===== src/core/dcr_pkg.sv =====
// constants and encodings for the decoder control register set
package dcr_pkg;
    // register numbers as carried in the register commands
    localparam logic [7:0] REG_LOW_SHELF = 8'h6b;
    localparam logic [7:0] REG_HIGH_SHELF = 8'h6f;
    localparam logic [7:0] REG_CONV_WORD = 8'h8e;
    localparam logic [7:0] REG_MUTE_BYPASS = 8'haa;
    localparam logic [7:0] REG_PIN_LEVEL = 8'hc8;
    localparam logic [7:0] REG_BOOT_SHADOW = 8'he6;
    localparam logic [7:0] REG_PRESCALE = 8'he7;

    // values after reset
    localparam logic [19:0] RST_LOW_SHELF = 20'h00000;
    localparam logic [19:0] RST_HIGH_SHELF = 20'h00000;
    localparam logic [19:0] RST_CONV_WORD = 20'h08000;
    localparam logic [19:0] RST_MUTE_BYPASS = 20'h00000;
    localparam logic [19:0] RST_PRESCALE = 20'h80000;

    // field positions
    localparam int MUTE_BIT = 0;
    localparam int BYPASS_BIT = 1;
    localparam int SUPPLY_LSB = 14;
    localparam int SUPPLY_MSB = 16;
    localparam int CLKSEL_LSB = 10;
    localparam int CLKSEL_MSB = 13;
    localparam int PIN_BIT = 0;

    // boot shadow: only bits 8 and 4..0 carry meaning
    localparam logic [19:0] BOOT_VALID_MASK = 20'h0011f;
    // edges after reset release before the straps are trusted
    localparam logic [1:0] BOOT_WAIT_CYCLES = 2'h2;

    // converter clock divider: half period is base plus the select code, quotient twice that
    localparam logic [5:0] DIV_BASE = 6'h20;

    // command kinds on the request port
    localparam logic [3:0] CMD_WRITE_REG = 4'h9;
    localparam logic [3:0] CMD_READ_REG = 4'hd;
    localparam logic [3:0] CMD_READ_D1 = 4'hf;
    localparam logic [3:0] CMD_DEFAULT_READ = 4'h7;

    // request sequencer states, one-hot
    typedef enum logic [2:0] {
        FSM_IDLE = 3'b001,
        FSM_ISSUE = 3'b010,
        FSM_CATCH = 3'b100
    } dcr_fsm_t;
endpackage


===== src/core/dcr_core.sv =====
// decoder control register set with converter clock divider
`timescale 1ns/1ps

// How it works
// - second data memory readable, 20-bit words returned
// - default read returns frame counter immediately
// - writes to unknown numbers accepted, no effect
// - converter word write-only at 8e, reset 08000
// - mute/bypass register read/write, resets zero
// - pin level live in bit zero
// - boot setting shadow mirrors straps or writes
// - prescale coefficient read/write, resets 80000
// - low shelf coefficient read/write, resets zero
// - high shelf coefficient read/write, resets zero
// - commands served only while both enables high
// - converter word kept while enables low
// - supply level field selects target, power good
// - clock select field picks switching frequency
// - converter clock is reference over 2(32+n)
// - write register stores 20-bit value
// - bit zero mutes output, decoding continues
// - bit one bypasses tone stage
module dcr_core (
    // clock and reset
    input wire logic i_clock,
    input wire logic i_rst_b,
    // decoded command requests
    input wire logic i_req_valid,
    input wire logic [3:0] i_req_kind,
    input wire logic [7:0] i_req_reg,
    input wire logic [10:0] i_req_mem_addr,
    input wire logic [19:0] i_req_data,
    output logic o_ready,
    output logic o_rsp_valid,
    output logic [19:0] o_rsp_data,
    // second data memory read port
    output logic o_mem_rd,
    output logic [10:0] o_mem_addr,
    input wire logic [19:0] i_mem_data,
    // decoder status, same clock
    input wire logic [15:0] i_frame_count,
    // pins from outside the clock domain
    input wire logic i_converter_enable_input,
    input wire logic i_wake_enable_input,
    input wire logic i_parallel_pin,
    input wire logic i_supply_below,
    input wire logic [19:0] i_boot_straps,
    // control outputs
    output logic o_mute,
    output logic o_bypass,
    output logic [19:0] o_tone_prescale,
    output logic [19:0] o_low_shelf,
    output logic [19:0] o_high_shelf,
    output logic [19:0] o_boot_setting,
    output logic [2:0] o_supply_level_select,
    output logic [3:0] o_converter_clock_select,
    output logic o_converter_clock,
    output logic o_power_good
);

    // whole module state in one record
    typedef struct packed {
        dcr_pkg::dcr_fsm_t fsm; // request sequencer
        logic ready; // request port open
        logic rsp_valid; // answer strobe
        logic [19:0] rsp_data; // answer word
        logic mem_rd; // memory read strobe
        logic [10:0] mem_addr; // memory read address
        logic [19:0] conv_word; // converter control word
        logic [19:0] mute_bypass; // mute and bypass bits
        logic [19:0] boot_shadow; // start-up configuration copy
        logic boot_loaded; // straps captured
        logic [1:0] boot_wait; // settle count after reset
        logic [19:0] prescale; // tone prescale coefficient
        logic [19:0] low_shelf; // bass coefficient
        logic [19:0] high_shelf; // treble coefficient
        logic [1:0] en_meta; // enable synchroniser stage one
        logic [1:0] en_sync; // enable synchroniser stage two
        logic pin_meta; // pin level stage one
        logic pin_sync; // pin level stage two
        logic below_meta; // monitor stage one
        logic below_sync; // monitor stage two
        logic power_good; // supply above threshold
        logic [19:0] strap_meta; // strap stage one
        logic [19:0] strap_sync; // strap stage two
        logic [5:0] div_cnt; // divider count
        logic [3:0] div_code; // code in use by divider
        logic conv_clk; // divided converter clock
    } dcr_state_t;

    localparam dcr_state_t ST_RESET = '{
        fsm: dcr_pkg::FSM_IDLE,
        ready: 1'b0,
        rsp_valid: 1'b0,
        rsp_data: 20'h00000,
        mem_rd: 1'b0,
        mem_addr: 11'h000,
        conv_word: dcr_pkg::RST_CONV_WORD,
        mute_bypass: dcr_pkg::RST_MUTE_BYPASS,
        boot_shadow: 20'h00000,
        boot_loaded: 1'b0,
        boot_wait: 2'h0,
        prescale: dcr_pkg::RST_PRESCALE,
        low_shelf: dcr_pkg::RST_LOW_SHELF,
        high_shelf: dcr_pkg::RST_HIGH_SHELF,
        en_meta: 2'h0,
        en_sync: 2'h0,
        pin_meta: 1'b0,
        pin_sync: 1'b0,
        below_meta: 1'b0,
        below_sync: 1'b0,
        power_good: 1'b0,
        strap_meta: 20'h00000,
        strap_sync: 20'h00000,
        div_cnt: 6'h00,
        div_code: 4'h0,
        conv_clk: 1'b0
    };

    dcr_state_t st_r; // registered state
    dcr_state_t st_nxt; // next state
    logic taken; // request accepted this cycle

    // last count of a half period for a given code
    function automatic logic [5:0] div_limit(input logic [3:0] code);
        div_limit = dcr_pkg::DIV_BASE + {2'h0, code} - 6'h01;
    endfunction

    // register readback; write-only and unknown numbers read zero
    function automatic logic [19:0] reg_read(input logic [7:0] num, input dcr_state_t s);
        case (num)
            dcr_pkg::REG_LOW_SHELF: reg_read = s.low_shelf;
            dcr_pkg::REG_HIGH_SHELF: reg_read = s.high_shelf;
            dcr_pkg::REG_MUTE_BYPASS: reg_read = s.mute_bypass;
            dcr_pkg::REG_PIN_LEVEL: reg_read = {19'h00000, s.pin_sync};
            dcr_pkg::REG_BOOT_SHADOW: reg_read = s.boot_shadow;
            dcr_pkg::REG_PRESCALE: reg_read = s.prescale;
            default: reg_read = 20'h00000;
        endcase
    endfunction

    // a request counts only at an edge where the port already shows open
    assign taken = i_req_valid && st_r.ready;

    // next-state logic
    always_comb begin
        st_nxt = st_r;
        st_nxt.rsp_valid = 1'b0;
        st_nxt.mem_rd = 1'b0;
        // synchronisers: stage one is read only by stage two
        st_nxt.en_meta = {i_converter_enable_input, i_wake_enable_input};
        st_nxt.en_sync = st_r.en_meta;
        st_nxt.pin_meta = i_parallel_pin;
        st_nxt.pin_sync = st_r.pin_meta;
        st_nxt.below_meta = i_supply_below;
        st_nxt.below_sync = st_r.below_meta;
        st_nxt.strap_meta = i_boot_straps;
        st_nxt.strap_sync = st_r.strap_meta;
        // monitor comparator already follows the selected threshold
        st_nxt.power_good = !st_r.below_sync;
        // straps caught once, after the synchroniser has filled
        if (!st_r.boot_loaded) begin
            if (st_r.boot_wait == dcr_pkg::BOOT_WAIT_CYCLES) begin
                st_nxt.boot_shadow = st_r.strap_sync & dcr_pkg::BOOT_VALID_MASK;
                st_nxt.boot_loaded = 1'b1;
            end else begin
                st_nxt.boot_wait = st_r.boot_wait + 2'h1;
            end
        end
        // divider runs regardless of enables so the setting stays live
        if (st_r.div_cnt == div_limit(st_r.div_code)) begin
            st_nxt.div_cnt = 6'h00;
            st_nxt.conv_clk = !st_r.conv_clk;
            // code swap only here, so no half period is cut short
            st_nxt.div_code = st_r.conv_word[dcr_pkg::CLKSEL_MSB:dcr_pkg::CLKSEL_LSB];
        end else begin
            st_nxt.div_cnt = st_r.div_cnt + 6'h01;
        end
        // request sequencer
        case (st_r.fsm)
            dcr_pkg::FSM_IDLE: begin
                if (taken) begin
                    case (i_req_kind)
                        dcr_pkg::CMD_WRITE_REG: begin
                            // unknown numbers fall through silently
                            case (i_req_reg)
                                dcr_pkg::REG_LOW_SHELF: st_nxt.low_shelf = i_req_data;
                                dcr_pkg::REG_HIGH_SHELF: st_nxt.high_shelf = i_req_data;
                                dcr_pkg::REG_CONV_WORD: st_nxt.conv_word = i_req_data;
                                dcr_pkg::REG_MUTE_BYPASS: st_nxt.mute_bypass = i_req_data;
                                dcr_pkg::REG_BOOT_SHADOW: st_nxt.boot_shadow = i_req_data;
                                dcr_pkg::REG_PRESCALE: st_nxt.prescale = i_req_data;
                                default: st_nxt.rsp_valid = 1'b0;
                            endcase
                        end
                        dcr_pkg::CMD_READ_REG: begin
                            st_nxt.rsp_valid = 1'b1;
                            st_nxt.rsp_data = reg_read(i_req_reg, st_r);
                        end
                        dcr_pkg::CMD_DEFAULT_READ: begin
                            // no address phase: counter answered at once
                            st_nxt.rsp_valid = 1'b1;
                            st_nxt.rsp_data = {4'h0, i_frame_count};
                        end
                        dcr_pkg::CMD_READ_D1: begin
                            st_nxt.mem_rd = 1'b1;
                            st_nxt.mem_addr = i_req_mem_addr;
                            st_nxt.fsm = dcr_pkg::FSM_ISSUE;
                        end
                        default: st_nxt.fsm = dcr_pkg::FSM_IDLE; // other kinds ignored
                    endcase
                end
            end
            dcr_pkg::FSM_ISSUE: begin
                // memory answers one cycle after its strobe
                st_nxt.fsm = dcr_pkg::FSM_CATCH;
            end
            dcr_pkg::FSM_CATCH: begin
                st_nxt.rsp_valid = 1'b1;
                st_nxt.rsp_data = i_mem_data;
                st_nxt.fsm = dcr_pkg::FSM_IDLE;
            end
            default: st_nxt.fsm = dcr_pkg::FSM_IDLE;
        endcase
        // port closed while either enable is low; state is kept
        // ready follows the synced enables in step, so no write slips in after a drop
        st_nxt.ready = (st_nxt.fsm == dcr_pkg::FSM_IDLE) && (&st_nxt.en_sync);
    end

    // state register
    always_ff @(posedge i_clock or negedge i_rst_b) begin
        if (!i_rst_b) begin
            st_r <= ST_RESET;
        end else begin
            st_r <= st_nxt;
        end
    end

    // outputs straight from the state register
    assign o_ready = st_r.ready;
    assign o_rsp_valid = st_r.rsp_valid;
    assign o_rsp_data = st_r.rsp_data;
    assign o_mem_rd = st_r.mem_rd;
    assign o_mem_addr = st_r.mem_addr;
    assign o_mute = st_r.mute_bypass[dcr_pkg::MUTE_BIT];
    assign o_bypass = st_r.mute_bypass[dcr_pkg::BYPASS_BIT];
    assign o_tone_prescale = st_r.prescale;
    assign o_low_shelf = st_r.low_shelf;
    assign o_high_shelf = st_r.high_shelf;
    assign o_boot_setting = st_r.boot_shadow;
    assign o_supply_level_select = st_r.conv_word[dcr_pkg::SUPPLY_MSB:dcr_pkg::SUPPLY_LSB];
    assign o_converter_clock_select = st_r.conv_word[dcr_pkg::CLKSEL_MSB:dcr_pkg::CLKSEL_LSB];
    assign o_converter_clock = st_r.conv_clk;
    assign o_power_good = st_r.power_good;
endmodule


===== config.mk =====
export PLATFORM = sky130hd
export DESIGN_NAME = dcr_core
export DESIGN_NICKNAME = d
export VERILOG_FILES = /design/src/core/dcr_pkg.sv /design/src/core/dcr_core.sv
export SDC_FILE = /design/constraint.sdc
export NUM_CORES = 1
export LEC_CHECK = 0
export BUFFER_PORTS_ARGS = -buffer_cell sky130_fd_sc_hd__clkbuf_2
export CAP_MARGIN = 20
export CORE_UTILIZATION = 53
export DETAILED_ROUTE_END_ITERATION = 12
export PLACE_DENSITY = 0.85
export SKIP_LAST_GASP = 1
export SYNTH_ARGS = -nofsm -noshare
export SYNTH_HDL_FRONTEND = slang
export SYNTH_SLANG_ARGS = --single-unit

===== constraint.sdc =====
create_clock -name i_clock -period 2.3 [get_ports i_clock]
set_input_delay 0.115 -clock i_clock [delete_from_list [all_inputs] [get_ports i_clock]]
set_output_delay 0.115 -clock i_clock [all_outputs]
set_load 0.03 [all_outputs]

# Word level (Yosys, flattened, before mapping)

Index checks and enable logic that the tools add are counted.

Output and inout port bits: 125
Logic and storage cells: 84
Input port bits: 106
Bits in registers: 196

Equal/unequal tests: 19
Multiplexer cells: 18
Bitwise gates (word level): 2
Reductions and logical operators: 16
Add/subtract/negate cells: 4

Operators with widths:

| cell                                                                  | count |
|---|---|
| 20-bit one-hot mux with 6 select lines                                | 1 |
| 93-bit two-way mux                                                    | 1 |
| 72-bit two-way mux                                                    | 1 |
| 20-bit two-way mux                                                    | 3 |
| 60-bit two-way mux                                                    | 1 |
| 21-bit one-hot mux with 2 select lines                                | 1 |
| 8-bit equality test, second input constant                            | 5 |
| 20-bit one-hot mux with 2 select lines                                | 1 |
| 23-bit two-way mux                                                    | 1 |
| 21-bit two-way mux                                                    | 1 |
| 4-bit AND reduction                                                   | 5 |
| 8-bit by 7-bit equality test with 1-bit output, second input constant | 2 |
| 4-bit equality test, second input constant                            | 3 |
| 12-bit two-way mux                                                    | 1 |
| 3-bit one-hot mux with 2 select lines                                 | 2 |
| 6-bit by 1-bit adder with 6-bit output, second input constant         | 1 |
| 6-bit by 4-bit adder with 6-bit output, first input constant          | 1 |
| 3-bit by 1-bit equality test with 1-bit output, second input constant | 2 |
| 6-bit equality test                                                   | 1 |
| 6-bit two-way mux                                                     | 1 |
| 3-bit AND reduction                                                   | 2 |
| 6-bit by 1-bit subtractor with 6-bit output, second input constant    | 1 |
| 4-bit by 3-bit equality test with 1-bit output, second input constant | 1 |
| 2-bit AND reduction                                                   | 2 |
| other kinds (15)                                                      | 18 |

# Depth between registers and ports, before layout

Gate-level depths: netlist (run 1).

Depth after elaboration: 7
Gate-level depth with buffers: 8
Gate-level depth less buffers: 7

# Worst setup path before layout (run 1)

OpenSTA, ideal clock, no wires.

Path kind: register to register
From: reg st_r (netlist bit o_ready)
To: reg st_r (netlist bit o_boot_setting[5])
Setup time: 119 ps
Buffers on the path: 2
Cell stages (with the launch flop): 8
Slack: 326 ps
Data arrival time: 1,854 ps
Required time: 2,181 ps
Period minus slack after synthesis: 1,974 ps
Cells stage by stage: dfrtp_1 -> and4bb_2 -> nand4_2 -> or4_1 -> buf_2 -> buf_6 -> nand3_1 -> nand2_1

RTL lines:

| element                | RTL line        | RTL |
|---|---|---|
| from (decl)            | dcr_core.sv:120 | `dcr_state_t st_r;` |
| from (signal assigned) | dcr_core.sv:235 | `st_r <= st_nxt;` |

# Final worst setup path (run 1)

From: reg st_r[219] (netlist bit)
To: reg st_r (netlist bit o_high_shelf[2])

Longest elaborated chain between the ends: 2

Ends and longest elaborated chain:

| element                                        | RTL line        | RTL |
|---|---|---|
| 3-bit by 1-bit equality test with 1-bit output | dcr_core.sv:180 | `case (st_r.fsm)` |
| 4-bit AND reduction (no line)                  | n/a             |  |

No other way between the ends.
A chain may end at the register's enable or synchronous reset.

==> results of run 1 <==
==> metal layers <==
layer,global-route usage,part of all wire
met4,0.116,0.027
met5,0,0
met3,0.0566,0.058
met2,0.475,0.50
met1,0.346,0.41
==> power by group through the flow <==
stage	Clock [mW]	Combinational, mW	Sequential (mW)
2_1_floorplan	0	0.663	3.38
3_5_place_dp	0	0.842	3.40
3_3_place_gp	0	0.823	3.39
5_1_grt	3.04	0.973	3.36
4_1_cts	2.93	0.906	3.34
6_report	2.87	0.912	3.34
==> registers in the layout (all words and copies together) (netlist names), 3 cells and up <==
register                  flops
o_low_shelf                  20
st_nxt                       10
o_rsp_data                   20
o_converter_clock_select      4
o_mem_addr                   11
o_supply_level_select         3
st_r                         42
o_boot_setting               20
o_high_shelf                 20
o_tone_prescale              20
==> cell type report <==
cell class	count	area (um2)
clock buffer	19	433
clock inverter	13	151
fill	1217	5530
inverter	8	30.0
multi-input combinational	399	3180
sequential	177	4430
tap	216	270
timing repair buffer	305	1910
==> kinds of logic (layout without fill, tap and decap cells) <==
kind of cell / after synthesis / in the layout
xor+xnor: 10 / 10
mux: 148 / 148
flops: 177 / 177
compound gates: 78 / 78
simple gates: 160 / 160
buf+inv: 164 / 345
fa+ha+maj: 3 / 3
==> cell usage in the layout, fill, tap and decap left out, types with 6 or more instances in the layout <==
cell,count
clkbuf_2,215
dfrtp_1,174
mux2_2,141
nand2_1,56
dlygate4sd3_1,47
nor2_1,44
buf_4,39
a21oi_1,24
nand3_1,19
a222oi_1,19
clkbuf_16,17
o22a_1,14
inv_1,8
o21ai_0,8
xnor2_1,7
mux2i_1,7
and2_1,6
==> worst reg2reg max path, stage by stage, from the launching register on <==
cell      delay (ns)
dfrtp_1         0.40
and4bb_2        0.37
nand4_2         0.27
nor2_1          0.24
and3_1          0.20
buf_4           0.25
mux2_2          0.38
==> what timing repair did <==
item                                    in CTS  in global routing
endpoints found under the hold margin      136                  0
gates resized for setup                      0                  1
endpoints found under the setup margin       0                  8
hold buffers                                47                  0
==> how the worst max path moves through the flow <==
stage,startpoint,to,slack [ns],cells after the start
2_1_floorplan,o_ready,o_boot_setting[5],0.33,7
3_3_place_gp,st_r[219],o_low_shelf[12],0.17,5
3_5_place_dp,st_r[219],o_low_shelf[12],0.12,5
4_1_cts,st_r[219],o_low_shelf[9],0.1,5
5_1_grt,st_r[219],o_high_shelf[2],-0.003,6
6_report,st_r[219],o_high_shelf[2],0.08,6
==> per-stage QoR <==
stage / instances / setup WS, ns / TNS [ns] / instance area (um2)
global placement: 1058 / 0.167 / 0 / 9350
floorplan: 740 / 0.326 / 0 / 8670
CTS: 1137 / 0.0997 / 0 / 10400
global route: 1137 / -0.00302 / -0.00302 / 10400
finish: 1137 / 0.0806 / 0 / 10400
detailed placement: 1058 / 0.124 / 0 / 9350
==> results.sh, run 1 <==
export IMPL_run_status="completed"
export IMPL_drcViolationCount=0
export IMPL_io_buffers=216
export IMPL_cp_cell_sequence="and4bb_2, nand4_2, nor2_1, and3_1, buf_4, mux2_2"
export IMPL_synth_area_leader_cell="dfrtp_1"
export IMPL_synthFlopType="dfrtp_1"
export IMPL_synthAdderAreaFrac=0.00433
export IMPL_fin_nets=1017
export IMPL_synth_edf_count=0
export IMPL_synth_top_area_frac=0.502
export IMPL_critPathArrivalTime_ns=2.53
export IMPL_postCtsSetupBuffers=0
export IMPL_slowest_delay_ns=0.40
export IMPL_gr_total_overflow=0
export IMPL_hold_class="primary input to flip-flop"
export IMPL_total_power_mw=7.13
export IMPL_synth_compound_area_frac=0.0675
export IMPL_place_gp_congestion=0.822
export IMPL_clock_path_buffers=2
export IMPL_min_to="o_high_shelf[3]"
export IMPL_r2r_cells=6
export IMPL_seq_power_share=0.469
export IMPL_power_internal_mw=5.23
export IMPL_grt_pass1_vias=6345
export IMPL_r2r_end="o_high_shelf[2]"
export IMPL_relSlewSlack=0.550
export IMPL_drive_gt1_frac=0.480
export IMPL_path_clk_slew_ns=0.07
export IMPL_synth_xor_area_frac=0.0101
export IMPL_power_frac_clock=0.403
export IMPL_synthSimpleGateAreaFrac=0.0895
export IMPL_yosys_cell_count_top_type="dfrtp_1"
export IMPL_yosysUniqueCellTypes=50
export IMPL_dr_pass1_iters=8
export IMPL_cp_top_family="simple AND/OR/NAND/NOR gates"
export IMPL_drv_cap=0
export IMPL_syn_area_per_cell_um2=11.7
export IMPL_cts_root_buf="clkbuf_16"
export IMPL_htreeDepth=4
export IMPL_start_util=0.544
export IMPL_postLayoutCoreUtil=0.653
export IMPL_yosys_top_cells_area="dfrtp_1, mux2_2, buf_4, nand2_1, a222oi_1"
export IMPL_ys_async_sr_fraction=1.00
export IMPL_antenna_cells=0
export IMPL_setup_viol_count_final=0
export IMPL_routed_wl_um=23000
export IMPL_ir_drop_mv=0.599
export IMPL_grt_first_pass_wirelength_um=34500
export IMPL_startpoint_type="flip-flop"
export IMPL_routedWlPerCell_um=20.3
export IMPL_synth_top_cells_by_count="dfrtp_1, mux2_2, buf_4"
export IMPL_switchingPower_mw=1.90
export IMPL_critPathKind="flip-flop to flip-flop"
export IMPL_required_ns=2.61
export IMPL_netlist_area_mm2=0.00867
export IMPL_drv_slew=0
export IMPL_r2r_start="st_r[219]"
export IMPL_fmax_mhz=451
export IMPL_power_density_mw_per_mm2=685
export IMPL_swShare=0.266
export IMPL_die_height_um=130
export IMPL_holdWs_ns=0.0349
export IMPL_r2r_slack_ns=0.08
export IMPL_routed_via_density=5.51
export IMPL_die_area_mm2=0.0169
export IMPL_design_core_area_mm2=0.0159
export IMPL_hold_viol_final=0
export IMPL_first_iter_violations=487
export IMPL_ys_ff_latch=177
export IMPL_floorplan_die_width_um=130
export IMPL_worstPathBufferInverterCount=1
export IMPL_tightest_slew_ns=0.675
export IMPL_synth_area_mux_share=0.191
export IMPL_area_growth_pct=20.0
export IMPL_period_needed_ns=2.22
export IMPL_p_comb_frac=0.128
export IMPL_vias=6270
export IMPL_critical_path_max_fanout=11
export IMPL_min_delay_start="i_req_data[3]"
export IMPL_worst_path_max_delay_cell="dfrtp_1"
export IMPL_cts_buffers_inserted=17
export IMPL_hold_path_cell_count=2
export IMPL_finalClockSkew_ns=0.00918
export IMPL_clock_sinks=177
export IMPL_synthCells=740
export IMPL_synth_warnings=0
export IMPL_fp_row_count=46
export IMPL_insertion_delay_ns=0.42
export IMPL_cts_tree="built"
export IMPL_antenna_found_initial=0
export IMPL_ios=231
export IMPL_post_dp_hpwl_um=15400
export IMPL_p_leak_nw=5.37
export IMPL_seq_area_frac_synth=0.511
export IMPL_cp_end_kind="flip-flop"
export IMPL_rsz0062_at_grt="yes"
export IMPL_ant_nets=0
export IMPL_grt_max_degree=56
export IMPL_fin_crit_sh=0.965
export IMPL_grt_util_all_layers=0.278
export IMPL_synth_top_family_by_area="multiplexers"
export IMPL_syn_nets=849
Note: power is estimated with default switching activity, not from simulation.
==> inputs of run 2 (changes only) <==
- ABC_AREA: default -> 1
- CORE_UTILIZATION: 53 -> 54
- PLACE_DENSITY: 0.85 -> 0.86
==> run 2 against run 1 <==
Effect of this change:
- clock power is 7.3% higher
- die area up 0.93%
- highest routed layer unchanged
- first-iteration DRC count increased by 19%
- combinational power fell by 9.4%
- cell area is 0.42% higher
- critical path type unchanged
- register-to-register slack gained 0.10 ns
==> results.sh, run 2 <==
export IMPL_yosysUniqueCellTypes=34
export IMPL_critPathKind="flip-flop to flip-flop"
export IMPL_hold_viol_final=0
export IMPL_fin_nets=1336
export IMPL_grt_max_degree=57
export IMPL_post_dp_hpwl_um=16600
export IMPL_fmax_mhz=473
export IMPL_ys_async_sr_fraction=1.00
export IMPL_synth_area_leader_cell="dfrtp_1"
export IMPL_ant_nets=0
export IMPL_dr_pass1_iters=5
export IMPL_synthFlopType="dfrtp_1"
export IMPL_die_height_um=131
export IMPL_ir_drop_mv=0.480
export IMPL_grt_util_all_layers=0.291
export IMPL_critical_path_max_fanout=18
export IMPL_final_cell_mix="nand2_1, clkbuf_2, dfrtp_1"
export IMPL_tightest_slew_ns=0.757
export IMPL_grt_pass1_vias=7208
export IMPL_netlist_area_mm2=0.00892
export IMPL_start_util=0.557
export IMPL_relSlewSlack=0.495
export IMPL_r2r_start="st_r[217]"
export IMPL_routedWlPerCell_um=16.4
export IMPL_synth_top_cells_by_count="nand2_1, dfrtp_1, buf_4"
export IMPL_gr_total_overflow=0
export IMPL_clock_path_buffers=2
export IMPL_final_common_cell="nand2_1"
export IMPL_top_register="st_r"
export IMPL_cts_buffers_inserted=17
export IMPL_area_growth_pct=17.2
export IMPL_antenna_found_initial=0
export IMPL_fill_cells=1313
export IMPL_htreeDepth=4
export IMPL_io_buffers=216
export IMPL_drcViolationCount=0
export IMPL_fin_crit_sh=0.920
export IMPL_total_power_mw=7.23
export IMPL_postLayoutCoreUtil=0.653
export IMPL_path_clk_slew_ns=0.07
export IMPL_die_area_mm2=0.0170
export IMPL_setup_tns_ns=0
export IMPL_cts_tree="built"
export IMPL_floorplan_die_width_um=131
export IMPL_synth_edf_count=0
export IMPL_pre_cts_ws_ns=0.169
export IMPL_yosys_cell_count_top_type="nand2_1"
export IMPL_drv_slew=0
export IMPL_rsz0062_at_grt="no"
export IMPL_required_ns=2.60
export IMPL_fp_row_count=46
export IMPL_insertion_delay_ns=0.43
export IMPL_timing_final_ws_setup_ns=0.184
export IMPL_dp_cells=1381
export IMPL_synthCells=1083
export IMPL_critPathArrivalTime_ns=2.42
export IMPL_postCtsSetupBuffers=0
export IMPL_routed_wl_um=23900
export IMPL_drive_gt1_frac=0.244
export IMPL_synth_warnings=0
export IMPL_synth_top_area_frac=0.488
export IMPL_fin_cells=1457
export IMPL_crit_start="st_r[217]"
export IMPL_ys_ff_latch=177
export IMPL_ios=231
export IMPL_holdWs_ns=0.00978
export IMPL_syn_nets=1192
export IMPL_hold_class="primary input to flip-flop"
export IMPL_yosys_top_cells_area="dfrtp_1, nand2_1, buf_4, nand3_1, o21ai_0"
export IMPL_cp_end_kind="flip-flop"
export IMPL_stdcell_area_mm2=0.0105
export IMPL_min_delay_start="i_req_data[14]"
export IMPL_seq_area_frac_synth=0.497
export IMPL_cts_root_buf="clkbuf_16"
export IMPL_largest_reg_flops=42
export IMPL_clock_sinks=177
export IMPL_period_needed_ns=2.12
export IMPL_power_density_mw_per_mm2=691
export IMPL_first_iter_violations=578
export IMPL_startpoint_type="flip-flop"
export IMPL_vias=7711
export IMPL_drv_cap=0
export IMPL_finalClockSkew_ns=0.0107
export IMPL_run_status="completed"
export IMPL_setup_viol_count_final=0
export IMPL_place_area_mm2=0.00938
export IMPL_syn_area_per_cell_um2=8.23
export IMPL_design_core_area_mm2=0.0160
export IMPL_grt_first_pass_wirelength_um=37200
export IMPL_p_leak_nw=5.51
export IMPL_routed_via_density=5.29
export IMPL_place_gp_congestion=0.909
-- run 2: cell types whose count changed after synthesis, sizes merged, moves of 5 or more --
cell	before	now
nand4	2	20
nand2	56	249
a222oi	19	0
nor2	44	87
a31oi	0	5
mux2i	7	0
o21ai	8	134
inv	8	108
and2	6	0
mux2	141	0
o22a	14	0
nand3	19	92
buf	140	149
-- run 2: repair_timing --
action	in CTS	in global routing
hold endpoints to repair	95	0
setup endpoints to repair	0	2
gates resized for setup	0	1
hold buffers	43	0
-- run 2: routing by layer --
metal | track usage | vias up | wire length (um)
li1 | - | 3644 | -
met1 | 0.362 | 3630 | 9370
met2 | 0.491 | 374 | 11900
met3 | 0.0582 | 63 | 1650
met4 | 0.134 | 0 | 917
met5 | 0 | - | 0
-- run 2: layout make-up --
type / instances / area, um2 / area share
antenna: 1 / 2.50 / 0.000239
inverter: 109 / 410 / 0.0393
clock inverter: 14 / 201 / 0.0193
sequential: 177 / 4430 / 0.424
multi-input combinational: 636 / 2970 / 0.284
tap: 216 / 270 / 0.0259
clock buffer: 18 / 429 / 0.0411
timing repair buffer: 286 / 1730 / 0.166
-- run 2: report_power, final --
group / internal, mW / switching (mW)
sequential: 3.25 / 0.0718
combinational: 0.273 / 0.553
clock: 1.83 / 1.25
total: 5.35 / 1.87
-- run 2: path summary, 6_finish.rpt --
check	to	slack, ns	depth (start not counted)
setup reg to reg	o_rsp_data[14]	0.18	10
max in group asynchronous	o_high_shelf[10]	1.26	3
hold / removal	st_r[157]	0.01	3
hold reg to reg	st_r[52]	0.35	0
min in group asynchronous	o_rsp_valid	0.22	2
setup / recovery	o_rsp_data[14]	0.18	10
-- run 2: worst max-delay path, stage by stage (launching register included) --
cell	delay, ns
dfstp_2	0.53
inv_1	0.05
nor2_2	0.09
nand2_2	0.09
nor2_8	0.26
nand2_2	0.22
nand2_4	0.18
buf_4	0.23
o21ai_0	0.11
a21oi_1	0.13
a21oi_1	0.09
-- run 2: cell families (layout without fill, tap and decap cells) --
family,after synthesis,after routing,synth area share
other cells,0,1,0
xor+xnor,8,8,0.00786
buf+inv,270,427,0.170
fa+ha+maj,3,3,0.00421
simple gates,452,452,0.221
flops,177,177,0.497
compound gates,173,173,0.0998
